<file path="config.mk">
export PLATFORM = sky130hd
export DESIGN_NAME = amcs_sequencer
export DESIGN_NICKNAME = d
export VERILOG_FILES = /design/src/rtl/amcs_pkg.sv /design/src/rtl/amcs_sequencer.sv
export SDC_FILE = /design/constraint.sdc
export NUM_CORES = 1
export LEC_CHECK = 0
export BUFFER_PORTS_ARGS = -buffer_cell sky130_fd_sc_hd__buf_2
export CORE_AREA = 2 2 116 118
export CTS_CLUSTER_SIZE = 12
export DETAILED_ROUTE_END_ITERATION = 8
export DIE_AREA = 0 0 118 120
export GPL_TIMING_DRIVEN = 1
export PLACE_DENSITY = 0.77
export SLEW_MARGIN = 20
export SYNTH_ARGS = -nofsm -noshare
export SYNTH_HDL_FRONTEND = slang
export SYNTH_SLANG_ARGS = --single-unit
export TNS_END_PERCENT = 50
</file>
<file path="constraint.sdc">
create_clock -name sys_clk_i -period 3.1 [get_ports sys_clk_i]
set_input_delay 0.31 -clock sys_clk_i [delete_from_list [all_inputs] [get_ports sys_clk_i]]
set_output_delay 0.31 -clock sys_clk_i [all_outputs]
set_load 0.01 [all_outputs]
</file>
<file path="src/rtl/amcs_pkg.sv">
/*
  amcs_pkg: constants, encodings and carrier types of the converter
  mode and conversion sequencer.
  assumes: one 40 MHz system clock; the serial pins arrive unsynchronised.
*/
package amcs_pkg;

  // system clock and internal conversion clock rates
  localparam int SYS_FREQ_KHZ      = 40000;
  localparam int ICLK_FREQ_KHZ     = 4500;
  localparam int ICLK_DIV          = SYS_FREQ_KHZ / ICLK_FREQ_KHZ;
  // internal clock start window after the arming edge, least time used
  localparam int ICLK_START_MIN_NS = 100;
  localparam int ICLK_START_MAX_NS = 400;
  localparam int ICLK_START_CYC    = (ICLK_START_MIN_NS * SYS_FREQ_KHZ + 999_999) / 1_000_000;

  // data widths
  localparam int RES_W             = 16;
  localparam int BYTE_W            = 8;
  localparam int N_CH              = 8;

  // control byte field positions
  localparam int START_POS         = 7;
  localparam int CODE_HI           = 6;
  localparam int CODE_LO           = 4;
  localparam int TAG_HI            = 3;
  localparam int TAG_LO            = 0;

  // low nibble that marks the byte type
  localparam logic [3:0] TAG_MODE      = 4'h8;
  localparam logic [3:0] TAG_CONV      = 4'h0;
  // channel range after reset: single-ended bipolar full reference
  localparam logic [3:0] RANGE_DEFAULT = 4'h7;
  // receive shift seed, its top bit marks a complete byte
  localparam logic [7:0] RX_SEED       = 8'h01;

  // serial clock fall counts from the start bit, and the internal clock tick count of the sample
  localparam logic [4:0] SAMPLE_FALL_EXTCLK = 5'd14;
  localparam logic [4:0] SAMPLE_FALL_EXTACQ = 5'd16;
  localparam logic [4:0] ARM_FALL_ICLK      = 5'd8;
  localparam logic [3:0] SAMPLE_TICK_ICLK   = 4'd11;

  // result bits that must be out before a new start bit is heard
  localparam logic [4:0] READ_MIN_EXTCLK = 5'd13;
  localparam logic [4:0] READ_MIN_EXTACQ = 5'd9;
  localparam logic [4:0] READ_MIN_ICLK   = 5'd12;

  // operating mode codes
  typedef enum logic [2:0]
  {
    MODE_EXTCLK = 3'b000,
    MODE_EXTACQ = 3'b001,
    MODE_ICLK   = 3'b010,
    MODE_RSV3   = 3'b011,
    MODE_RESET  = 3'b100,
    MODE_RSV5   = 3'b101,
    MODE_PPD    = 3'b110,
    MODE_FPD    = 3'b111
  } amcs_mode_e;

  // analog power state
  typedef enum logic [1:0]
  {
    PWR_FULL    = 2'b00,
    PWR_PARTIAL = 2'b01,
    PWR_OFF     = 2'b10
  } amcs_pwr_e;

  // sequencer states, one-hot
  typedef enum logic [5:0]
  {
    ST_IDLE  = 6'b000001,
    ST_CMD   = 6'b000010,
    ST_ACQ   = 6'b000100,
    ST_DELAY = 6'b001000,
    ST_ICLK  = 6'b010000,
    ST_CONV  = 6'b100000
  } amcs_state_e;

  // serial pins from the host
  typedef struct packed
  {
    logic cs_n;
    logic sclk;
    logic din;
  } amcs_pins_s;

endpackage

</file>
<file path="src/rtl/amcs_sequencer.sv">
/*
  amcs_sequencer: serial control byte receiver, mode and power state,
  sample and conversion timing, result buffer and serial result shifter.
  assumes: pins are asynchronous to sys_clk_i and sclk is far slower than
  it; the successive-approximation core steps on conv_step_o and hands
  back each result with valid/ready.
*/
`timescale 1ns/100ps
`default_nettype none

module amcs_sequencer
#(
  parameter int N_CH_P  = 8,
  parameter int RES_W_P = 16
)
(
  input  wire logic                sys_clk_i,
  input  wire logic                arst_n_i,
  input  wire amcs_pkg::amcs_pins_s pins_i,
  output logic                     dout_o,
  output logic                     dout_oe_o,
  output logic                     conversion_done_strobe_o,
  output logic                     sample_o,
  output logic                     conv_step_o,
  output logic [2:0]               channel_o,
  output logic [3:0]               range_o,
  output amcs_pkg::amcs_mode_e     mode_o,
  output amcs_pkg::amcs_pwr_e      power_o,
  input  wire logic [15:0]         result_data_i,
  input  wire logic                result_valid_i,
  output logic                     result_ready_o
);
  import amcs_pkg::*;

  // the byte fields and read counts fix both figures
  if (N_CH_P != N_CH || RES_W_P != RES_W)
  begin : g_bad_param
    $error("amcs_sequencer: channel count and result width are fixed");
  end

  // pin synchroniser stages and edge history
  amcs_pins_s  sync1_reg;                    // first stage, read by stage two only
  amcs_pins_s  sync2_reg;                    // safe copy
  amcs_pins_s  sync3_reg;                    // previous safe copy
  logic        sclk_rise;                    // serial clock rising edge
  logic        sclk_fall;                    // serial clock falling edge
  logic        cs_low;                       // chip select asserted

  // sequencer state
  amcs_state_e state_reg;                    // current state
  amcs_state_e state_next;                   // next state
  logic [7:0]  rx_reg;                       // received byte with seed marker
  logic [4:0]  fall_cnt_reg;                 // falling edges since start bit
  logic [3:0]  tick_cnt_reg;                 // internal clock ticks
  logic [4:0]  dly_cnt_reg;                  // internal clock start delay
  logic [3:0]  div_cnt_reg;                  // internal clock divider
  logic        iclk_tick;                    // internal clock falling edge
  logic        byte_done;                    // full control byte held
  logic [3:0]  rx_tag;                       // low nibble of byte
  amcs_mode_e  rx_code;                      // mode or channel field
  logic        code_rsv;                     // reserved mode code
  logic        start_det;                    // start bit accepted
  logic        start_ok;                     // start bits may be heard
  logic [4:0]  read_min;                     // bits out before next start
  logic        sample_now;                   // sample instant this cycle

  // mode, power and channel configuration
  amcs_mode_e  mode_reg;                     // conversion method
  amcs_pwr_e   pwr_reg;                      // analog power state
  logic [2:0]  chan_reg;                     // channel of this conversion
  logic [3:0]  range_mem [N_CH];             // per-channel range code

  // two-entry result buffer
  logic [15:0] buf_mem [2];                  // entries
  logic        wr_ptr_reg;                   // write index
  logic        rd_ptr_reg;                   // read index
  logic [1:0]  cnt_reg;                      // entries held
  logic [1:0]  cnt_next;                     // entries after this cycle
  logic        push;                         // core hands a word
  logic        pop;                          // shifter takes a word

  // result shifter
  logic [15:0] sh_reg;                       // result being shifted out
  logic        pend_reg;                     // unread result present
  logic [4:0]  out_cnt_reg;                  // bits shifted out
  logic        strobe_reg;                   // conversion done strobe
  logic        to_extclk;                    // byte now selecting serial-clock mode
  logic        armed_reg;                    // rise seen since load or last shift
  logic        sample_reg;                   // sample pulse
  logic        step_reg;                     // conversion step pulse
  logic [3:0]  range_reg;                    // range of sampled channel
  logic        dout_reg;                     // serial data out
  logic        oe_reg;                       // data out enable
  logic        ready_reg;                    // buffer has room

  // two flops before any logic sees a pin
  always_ff @(posedge sys_clk_i or negedge arst_n_i)
  begin
    if (!arst_n_i)
    begin
      sync1_reg <= '{cs_n: 1'b1, sclk: 1'b0, din: 1'b0};
      sync2_reg <= '{cs_n: 1'b1, sclk: 1'b0, din: 1'b0};
      sync3_reg <= '{cs_n: 1'b1, sclk: 1'b0, din: 1'b0};
    end
    else
    begin
      sync1_reg <= pins_i;
      sync2_reg <= sync1_reg;
      sync3_reg <= sync2_reg;
    end
  end

  assign sclk_rise = sync2_reg.sclk & ~sync3_reg.sclk;
  assign sclk_fall = ~sync2_reg.sclk & sync3_reg.sclk;
  assign cs_low    = ~sync2_reg.cs_n;

  // byte fields, usable when the seed reaches the top
  assign byte_done = (state_reg == ST_CMD) && rx_reg[START_POS];
  assign rx_tag    = rx_reg[TAG_HI:TAG_LO];
  assign rx_code   = amcs_mode_e'(rx_reg[CODE_HI:CODE_LO]);
  assign code_rsv  = (rx_code == MODE_RSV3) || (rx_code == MODE_RSV5);
  // reset also lands in serial-clock mode, so the strobe must drop with it
  assign to_extclk = byte_done && cs_low && (rx_tag == TAG_MODE)
                     && ((rx_code == MODE_EXTCLK) || (rx_code == MODE_RESET));

  // how much of a pending result must be out first
  always_comb
  begin
    case (mode_reg)
      MODE_EXTACQ: read_min = READ_MIN_EXTACQ;
      MODE_ICLK:   read_min = READ_MIN_ICLK;
      default:     read_min = READ_MIN_EXTCLK;
    endcase
  end

  assign start_ok  = !pend_reg || (out_cnt_reg >= read_min);
  // first high data bit on a rising edge with select low
  assign start_det = (state_reg == ST_IDLE) && cs_low && sclk_rise
                     && sync2_reg.din && start_ok;

  // internal clock runs after the start delay in internal clock mode, and while converting outside serial-clock mode
  assign iclk_tick = (div_cnt_reg == 4'(ICLK_DIV - 1));

  // sample instant for each method
  always_comb
  begin
    sample_now = 1'b0;
    if (state_reg == ST_ACQ && sclk_fall && cs_low)
    begin
      if (mode_reg == MODE_EXTCLK)
        sample_now = (fall_cnt_reg == SAMPLE_FALL_EXTCLK - 5'd1);
      else if (mode_reg == MODE_EXTACQ)
        sample_now = (fall_cnt_reg == SAMPLE_FALL_EXTACQ - 5'd1);
    end
    else if (state_reg == ST_ICLK && iclk_tick)
      sample_now = (tick_cnt_reg == SAMPLE_TICK_ICLK - 4'd1);
  end

  // next state
  always_comb
  begin
    state_next = state_reg;
    case (state_reg)
      ST_IDLE:
        if (start_det)
          state_next = ST_CMD;
      ST_CMD:
        // a half byte with select released is dropped
        if (!cs_low)
          state_next = ST_IDLE;
        else if (byte_done)
        begin
          // conversions only start at full power
          if (rx_tag == TAG_CONV && pwr_reg == PWR_FULL)
            state_next = ST_ACQ;
          else
            state_next = ST_IDLE;
        end
      ST_ACQ:
        if (!cs_low)
          state_next = ST_IDLE;
        else if (sample_now)
          state_next = ST_CONV;
        else if (mode_reg == MODE_ICLK && sclk_fall && fall_cnt_reg == ARM_FALL_ICLK - 5'd1)
          state_next = ST_DELAY;
      ST_DELAY:
        if (dly_cnt_reg == 5'(ICLK_START_CYC - 1))
          state_next = ST_ICLK;
      ST_ICLK:
        if (sample_now)
          state_next = ST_CONV;
      ST_CONV:
        // the conversion ends when its word enters the buffer
        if (push)
          state_next = ST_IDLE;
      default:
        state_next = ST_IDLE;
    endcase
  end

  // state register
  always_ff @(posedge sys_clk_i or negedge arst_n_i)
  begin
    if (!arst_n_i)
      state_reg <= ST_IDLE;
    else
      state_reg <= state_next;
  end

  // receive shifter and serial edge counter
  always_ff @(posedge sys_clk_i or negedge arst_n_i)
  begin
    if (!arst_n_i)
    begin
      rx_reg       <= RX_SEED;
      fall_cnt_reg <= 5'd0;
    end
    else if (start_det)
    begin
      // seed travels up as seven bits follow the start bit
      rx_reg       <= RX_SEED;
      fall_cnt_reg <= 5'd0;
    end
    else
    begin
      if (state_reg == ST_CMD && sclk_rise && !rx_reg[START_POS])
        rx_reg <= {rx_reg[6:0], sync2_reg.din};
      // counter saturates so it never wraps back onto a match
      if ((state_reg == ST_CMD || state_reg == ST_ACQ) && sclk_fall && fall_cnt_reg != 5'h1f)
        fall_cnt_reg <= fall_cnt_reg + 5'd1;
    end
  end

  // internal clock: start delay, divider and tick count
  always_ff @(posedge sys_clk_i or negedge arst_n_i)
  begin
    if (!arst_n_i)
    begin
      dly_cnt_reg  <= 5'd0;
      div_cnt_reg  <= 4'd0;
      tick_cnt_reg <= 4'd0;
    end
    else
    begin
      // delay counts only while waiting to start
      if (state_reg == ST_DELAY)
        dly_cnt_reg <= dly_cnt_reg + 5'd1;
      else
        dly_cnt_reg <= 5'd0;
      // divider runs when internally timed work is under way
      if (state_reg == ST_ICLK || (state_reg == ST_CONV && mode_reg != MODE_EXTCLK))
        div_cnt_reg <= iclk_tick ? 4'd0 : div_cnt_reg + 4'd1;
      else
        div_cnt_reg <= 4'd0;
      if (state_reg == ST_ICLK)
      begin
        if (iclk_tick)
          tick_cnt_reg <= tick_cnt_reg + 4'd1;
      end
      else
        tick_cnt_reg <= 4'd0;
    end
  end

  // mode and power decode of a completed mode byte
  always_ff @(posedge sys_clk_i or negedge arst_n_i)
  begin
    if (!arst_n_i)
    begin
      mode_reg <= MODE_EXTCLK;
      pwr_reg  <= PWR_FULL;
    end
    else if (byte_done && cs_low && rx_tag == TAG_MODE && !code_rsv)
    begin
      case (rx_code)
        MODE_RESET:
        begin
          mode_reg <= MODE_EXTCLK;
          pwr_reg  <= PWR_FULL;
        end
        MODE_PPD:
          pwr_reg <= PWR_PARTIAL;
        MODE_FPD:
          pwr_reg <= PWR_OFF;
        default:
        begin
          // any conversion mode byte wakes from either power-down
          mode_reg <= rx_code;
          pwr_reg  <= PWR_FULL;
        end
      endcase
    end
  end

  // per-channel ranges and the channel of a conversion start
  always_ff @(posedge sys_clk_i or negedge arst_n_i)
  begin
    if (!arst_n_i)
    begin
      for (int i = 0; i < N_CH; i++)
        range_mem[i] <= RANGE_DEFAULT;
      chan_reg <= 3'd0;
    end
    else if (byte_done && cs_low)
    begin
      if (rx_tag == TAG_MODE)
      begin
        if (rx_code == MODE_RESET)
        begin
          for (int i = 0; i < N_CH; i++)
            range_mem[i] <= RANGE_DEFAULT;
        end
      end
      else if (rx_tag == TAG_CONV)
      begin
        // a start refused in power-down keeps the old channel
        if (pwr_reg == PWR_FULL)
          chan_reg <= rx_reg[CODE_HI:CODE_LO];
      end
      else
        range_mem[rx_reg[CODE_HI:CODE_LO]] <= rx_tag;
    end
  end

  // result buffer: the shifter drains it only once the last word is read
  assign push     = result_valid_i && ready_reg;
  assign pop      = (cnt_reg != 2'd0) && !pend_reg;
  assign cnt_next = cnt_reg + {1'b0, push} - {1'b0, pop};

  always_ff @(posedge sys_clk_i or negedge arst_n_i)
  begin
    if (!arst_n_i)
    begin
      buf_mem[0] <= 16'h0000;
      buf_mem[1] <= 16'h0000;
      wr_ptr_reg <= 1'b0;
      rd_ptr_reg <= 1'b0;
      cnt_reg    <= 2'd0;
      ready_reg  <= 1'b1;
    end
    else
    begin
      if (push)
      begin
        buf_mem[wr_ptr_reg] <= result_data_i;
        wr_ptr_reg          <= ~wr_ptr_reg;
      end
      if (pop)
        rd_ptr_reg <= ~rd_ptr_reg;
      cnt_reg   <= cnt_next;
      // room is judged on the count after this cycle
      ready_reg <= (cnt_next != 2'd2);
    end
  end

  // result shifter, one bit per falling edge while selected
  always_ff @(posedge sys_clk_i or negedge arst_n_i)
  begin
    if (!arst_n_i)
    begin
      sh_reg      <= 16'h0000;
      pend_reg    <= 1'b0;
      out_cnt_reg <= 5'd0;
      armed_reg   <= 1'b0;
    end
    else if (pop)
    begin
      sh_reg      <= buf_mem[rd_ptr_reg];
      pend_reg    <= 1'b1;
      out_cnt_reg <= 5'd0;
      armed_reg   <= 1'b0;
    end
    // a fall shifts only after a rise, so a word loaded just before a fall
    // still shows b15 for a whole serial clock period
    else if (pend_reg && cs_low && sclk_rise)
      armed_reg <= 1'b1;
    else if (pend_reg && cs_low && sclk_fall && armed_reg)
    begin
      sh_reg      <= {sh_reg[14:0], 1'b0};
      out_cnt_reg <= out_cnt_reg + 5'd1;
      armed_reg   <= 1'b0;
      if (out_cnt_reg == 5'(RES_W - 1))
        pend_reg <= 1'b0;
    end
  end

  // done strobe: set wins over the start-bit clear, never set in serial-clock mode
  always_ff @(posedge sys_clk_i or negedge arst_n_i)
  begin
    if (!arst_n_i)
      strobe_reg <= 1'b0;
    else if (mode_reg == MODE_EXTCLK || to_extclk)
      strobe_reg <= 1'b0;
    else if (pop)
      strobe_reg <= 1'b1;
    else if (start_det)
      strobe_reg <= 1'b0;
  end

  // pulses and registered outputs
  always_ff @(posedge sys_clk_i or negedge arst_n_i)
  begin
    if (!arst_n_i)
    begin
      sample_reg <= 1'b0;
      step_reg   <= 1'b0;
      range_reg  <= RANGE_DEFAULT;
      dout_reg   <= 1'b0;
      oe_reg     <= 1'b0;
    end
    else
    begin
      sample_reg <= sample_now;
      if (sample_now)
        range_reg <= range_mem[chan_reg];
      // serial clock paces serial-clock mode, the divider the rest
      if (state_reg == ST_CONV)
        step_reg <= (mode_reg == MODE_EXTCLK) ? sclk_fall : iclk_tick;
      else
        step_reg <= 1'b0;
      dout_reg <= pend_reg && sh_reg[RES_W - 1];
      oe_reg   <= cs_low;
    end
  end

  // outputs straight from flops; the strobe ignores chip select
  assign conversion_done_strobe_o = strobe_reg;
  assign dout_o                   = dout_reg;
  assign dout_oe_o                = oe_reg;
  assign sample_o                 = sample_reg;
  assign conv_step_o              = step_reg;
  assign channel_o                = chan_reg;
  assign range_o                  = range_reg;
  assign mode_o                   = mode_reg;
  assign power_o                  = pwr_reg;
  assign result_ready_o           = ready_reg;

endmodule

`default_nettype wire

</file>
==> results.sh <==
export IMPL_status="completed"
export IMPL_initial_core_util_pct=53.4
export IMPL_grt_pass1_wl_mm=23.9
export IMPL_yosysWarnings=0
export IMPL_drive_above_1_share_pct=28.8
export IMPL_crit_fanout=12
export IMPL_synth_edf_count=0
export IMPL_r2r_slack_ns=0.63
export IMPL_met2_usage_pct=34.6
export IMPL_syn_to_final_growth_pct=13.8
export IMPL_grt_max_degree=84
export IMPL_crit_buf_inv=0
export IMPL_grt_pass1_vias=4955
export IMPL_synthXorXnorAreaFrac_pct=1.52
export IMPL_use_met1_pct=27.5
export IMPL_synth_seq_area_share_pct=54.0
export IMPL_wl_per_cell_um=17.2
export IMPL_synth_area_top_cells="dfrtp_1 (42%), dfstp_2 (12%), mux2_2 (10%), mux4_2 (2.6%), nand2_1 (2.5%)"
export IMPL_cp_slowest_cell="nor2_1"
export IMPL_ys_types=64
export IMPL_holdBufCountCts=4
export IMPL_min_period_over_period_pct=79.8
export IMPL_hold_viol_final=0
export IMPL_cts_made_buffers=17
export IMPL_clock_skew_ns=0.0115
export IMPL_leakage_uw=0.00347
export IMPL_cp_depth=6
export IMPL_cp_required_ns=3.41
export IMPL_drv_cap=0
export IMPL_worstHoldStart="result_data_i[7]"
export IMPL_cts_tree="yes"
export IMPL_r2r_cells=6
export IMPL_synth_area_per_cell_um2=11.6
export IMPL_dieArea_mm2=0.0142
export IMPL_routabilityCongestion=0.919
export IMPL_combPwrFrac_pct=16.8
export IMPL_startpoint_type="flop"
export IMPL_antenna_found_initial=0
export IMPL_htree_levels=4
export IMPL_synth_most_common_cell="dfrtp_1"
export IMPL_timing_rr_end="state_reg[0]$_DFFE_PN1P_"
export IMPL_via_per_inst=5.95
export IMPL_fmax_mhz=404
export IMPL_rsz0062_at_grt="no"
export IMPL_place_hpwl_mm=9.45
export IMPL_synthCells=595
export IMPL_synth_top_family_by_area="simple AND/OR/NAND/NOR gates"
export IMPL_p_clk_share_pct=35.3
export IMPL_synthMuxAreaShare_pct=14.3
export IMPL_seq_power_share_pct=47.9
export IMPL_syn_nets=631
export IMPL_p_int_uw=4020
export IMPL_cts_buffer_depth=2
export IMPL_cts_setup_buffers=0
export IMPL_numClockSinks=148
export IMPL_switching_share_pct=27.7
export IMPL_dr_first_iter_drc_count=333
export IMPL_overflow=0
export IMPL_synthAdderAreaFrac_pct=2.53
export IMPL_fin_crit_ns=2.47
export IMPL_synthTopCellsByCount="dfrtp_1 (116), mux2_2 (62), nand2_1 (47), nor2_1 (39), dfstp_2 (32)"
export IMPL_crit_end="state_reg[0]$_DFFE_PN1P_"
export IMPL_crit_start="mode_o[2]$_DFFE_PN0P_"
export IMPL_ys_flop_type="dfrtp_1"
export IMPL_drt_wl_total_mm=14.1
export IMPL_die_w_um=118
export IMPL_cts_root_buf="clkbuf_16"
export IMPL_vias=4875
export IMPL_syn_area_mm2=0.00693
export IMPL_post_route_util_pct=60.7
export IMPL_cpPeakStageDelay_ns=0.66
export IMPL_coreArea_mm2=0.0130
export IMPL_first_pass_iters=6
export IMPL_die_y_um=120
export IMPL_timing_rr_start="mode_o[2]$_DFFE_PN0P_"
export IMPL_setup_slack_ns=0.626
export IMPL_worstPathCellList="or3b_2 -> ha_1 -> nor4b_1 -> o211a_1 -> nor2_1 -> o32ai_1"
export IMPL_synth_top_cell_area_share_pct=41.9
export IMPL_ios=40
export IMPL_stdcell_count=819
export IMPL_ir_worst_vdd_mv=0.485
export IMPL_nNetsFinal=666
export IMPL_crit_type="reg -> reg"
export IMPL_ant_nets=0
export IMPL_synth_simple_gate_area_share_pct=15.1
export IMPL_relSlewSlack_pct=31.9
export IMPL_ys_ff_latch=148
export IMPL_worst_skew_pair_late_latency_ns=0.43
export IMPL_dp_slack_ns=0.609
export IMPL_dp_cells=783
export IMPL_cts_resized=0
export IMPL_setup_violations=0
export IMPL_setup_tns_ns=0
export IMPL_critPathArrivalTime_ns=2.79
export IMPL_drcViolationCount=0
export IMPL_cp_top_family="simple AND/OR/NAND/NOR gates"
export IMPL_hold_class="in -> reg"
export IMPL_worst_pin_slew_ns=1.02
export IMPL_cts_reportedPaths_clkPinSlew_ns=0.06
export IMPL_synth_top_area_cell="dfrtp_1"
export IMPL_switchingPower_uw=1540
export IMPL_rows=42
export IMPL_ys_async_sr_fraction_pct=100
export IMPL_diodes=0
export IMPL_power_per_cell_area_mw_per_mm2=705
export IMPL_top_usage_layer="met2"
export IMPL_use_met3_pct=3.71
export IMPL_grtUsageTotal_pct=21.3
export IMPL_portBuffers=39
export IMPL_slew_violations=0
export IMPL_synth_compound_area_share_pct=10.0
export IMPL_worstSetupEndpointType="flop"
## metrics by stage
step	instance area [um2]	power [uW]	hold WS, ns
finish	7890	5560	0.121
global route	7890	5850	0.129
CTS	7890	5610	0.111
detailed placement	7270	3630	0.340
global placement	7270	3570	0.337
floorplan	6930	3360	0.0144
## metal layers
layer / vias to the layer above / part of all wire (%)
met5: - / 0
met4: 0 / 3.0
met3: 41 / 4.8
met2: 151 / 49
met1: 2452 / 43
li1: 2231 / -
## logic make-up after synthesis
group,Yosys count
fa+ha+maj,14
buf+inv,46
mux,81
simple gates,194
compound gates,100
xor+xnor,12
flops,148
## power by group through the flow
stage	registers, uW	clock network, uW	logic (uW)
2_1_floorplan	2550	0	809
3_3_place_gp	2670	0	903
6_report	2660	1960	933
5_1_grt	2720	2080	1060
3_5_place_dp	2690	0	944
4_1_cts	2660	2000	953
## how the worst min path moves through the flow
| stage | to | depth (start not counted) | slack (ns) |
|---|---|---|---|
| after global placement | sync2_reg[0]$_DFF_PN0_ | 0 | 0.34 |
| after detailed placement | sync2_reg[1]$_DFF_PN0_ | 0 | 0.34 |
| after global routing | buf_mem[0]$_DFFE_PN0P_ | 2 | 0.13 |
| final | buf_mem[7]$_DFFE_PN0P_ | 2 | 0.12 |
| after floorplan | armed_reg$_DFFE_PN0P_ | 0 | 0.01 |
| after CTS | buf_mem[9]$_DFFE_PN0P_ | 2 | 0.11 |
## placed cells by master, fill, tap and decap left out, drive strengths merged, types with 8 or more instances in the layout
| cell | n |
|---|---|
| dfrtp | 116 |
| mux2 | 62 |
| nand2 | 47 |
| buf | 43 |
| nor2 | 39 |
| dfstp | 32 |
| nor2b | 23 |
| clkbuf | 20 |
| nand3 | 19 |
| o21ai | 19 |
| a211oi | 17 |
| inv | 15 |
| a31oi | 15 |
| ha | 14 |
| a21oi | 12 |
| mux2i | 11 |
| nand2b | 9 |
| mux4 | 8 |
| nor3 | 8 |
## layout make-up
class                           count  area [um2]
Timing Repair Buffer               47         284
Tap cell                          176         220
Sequential cell                   148        3740
Clock buffer                       20         467
Inverter                           15        56.3
Fill cell                        1047        5090
Clock inverter                     12         106
Multi-Input combinational cell    401        3010
(Power assumes the default switching activity.)
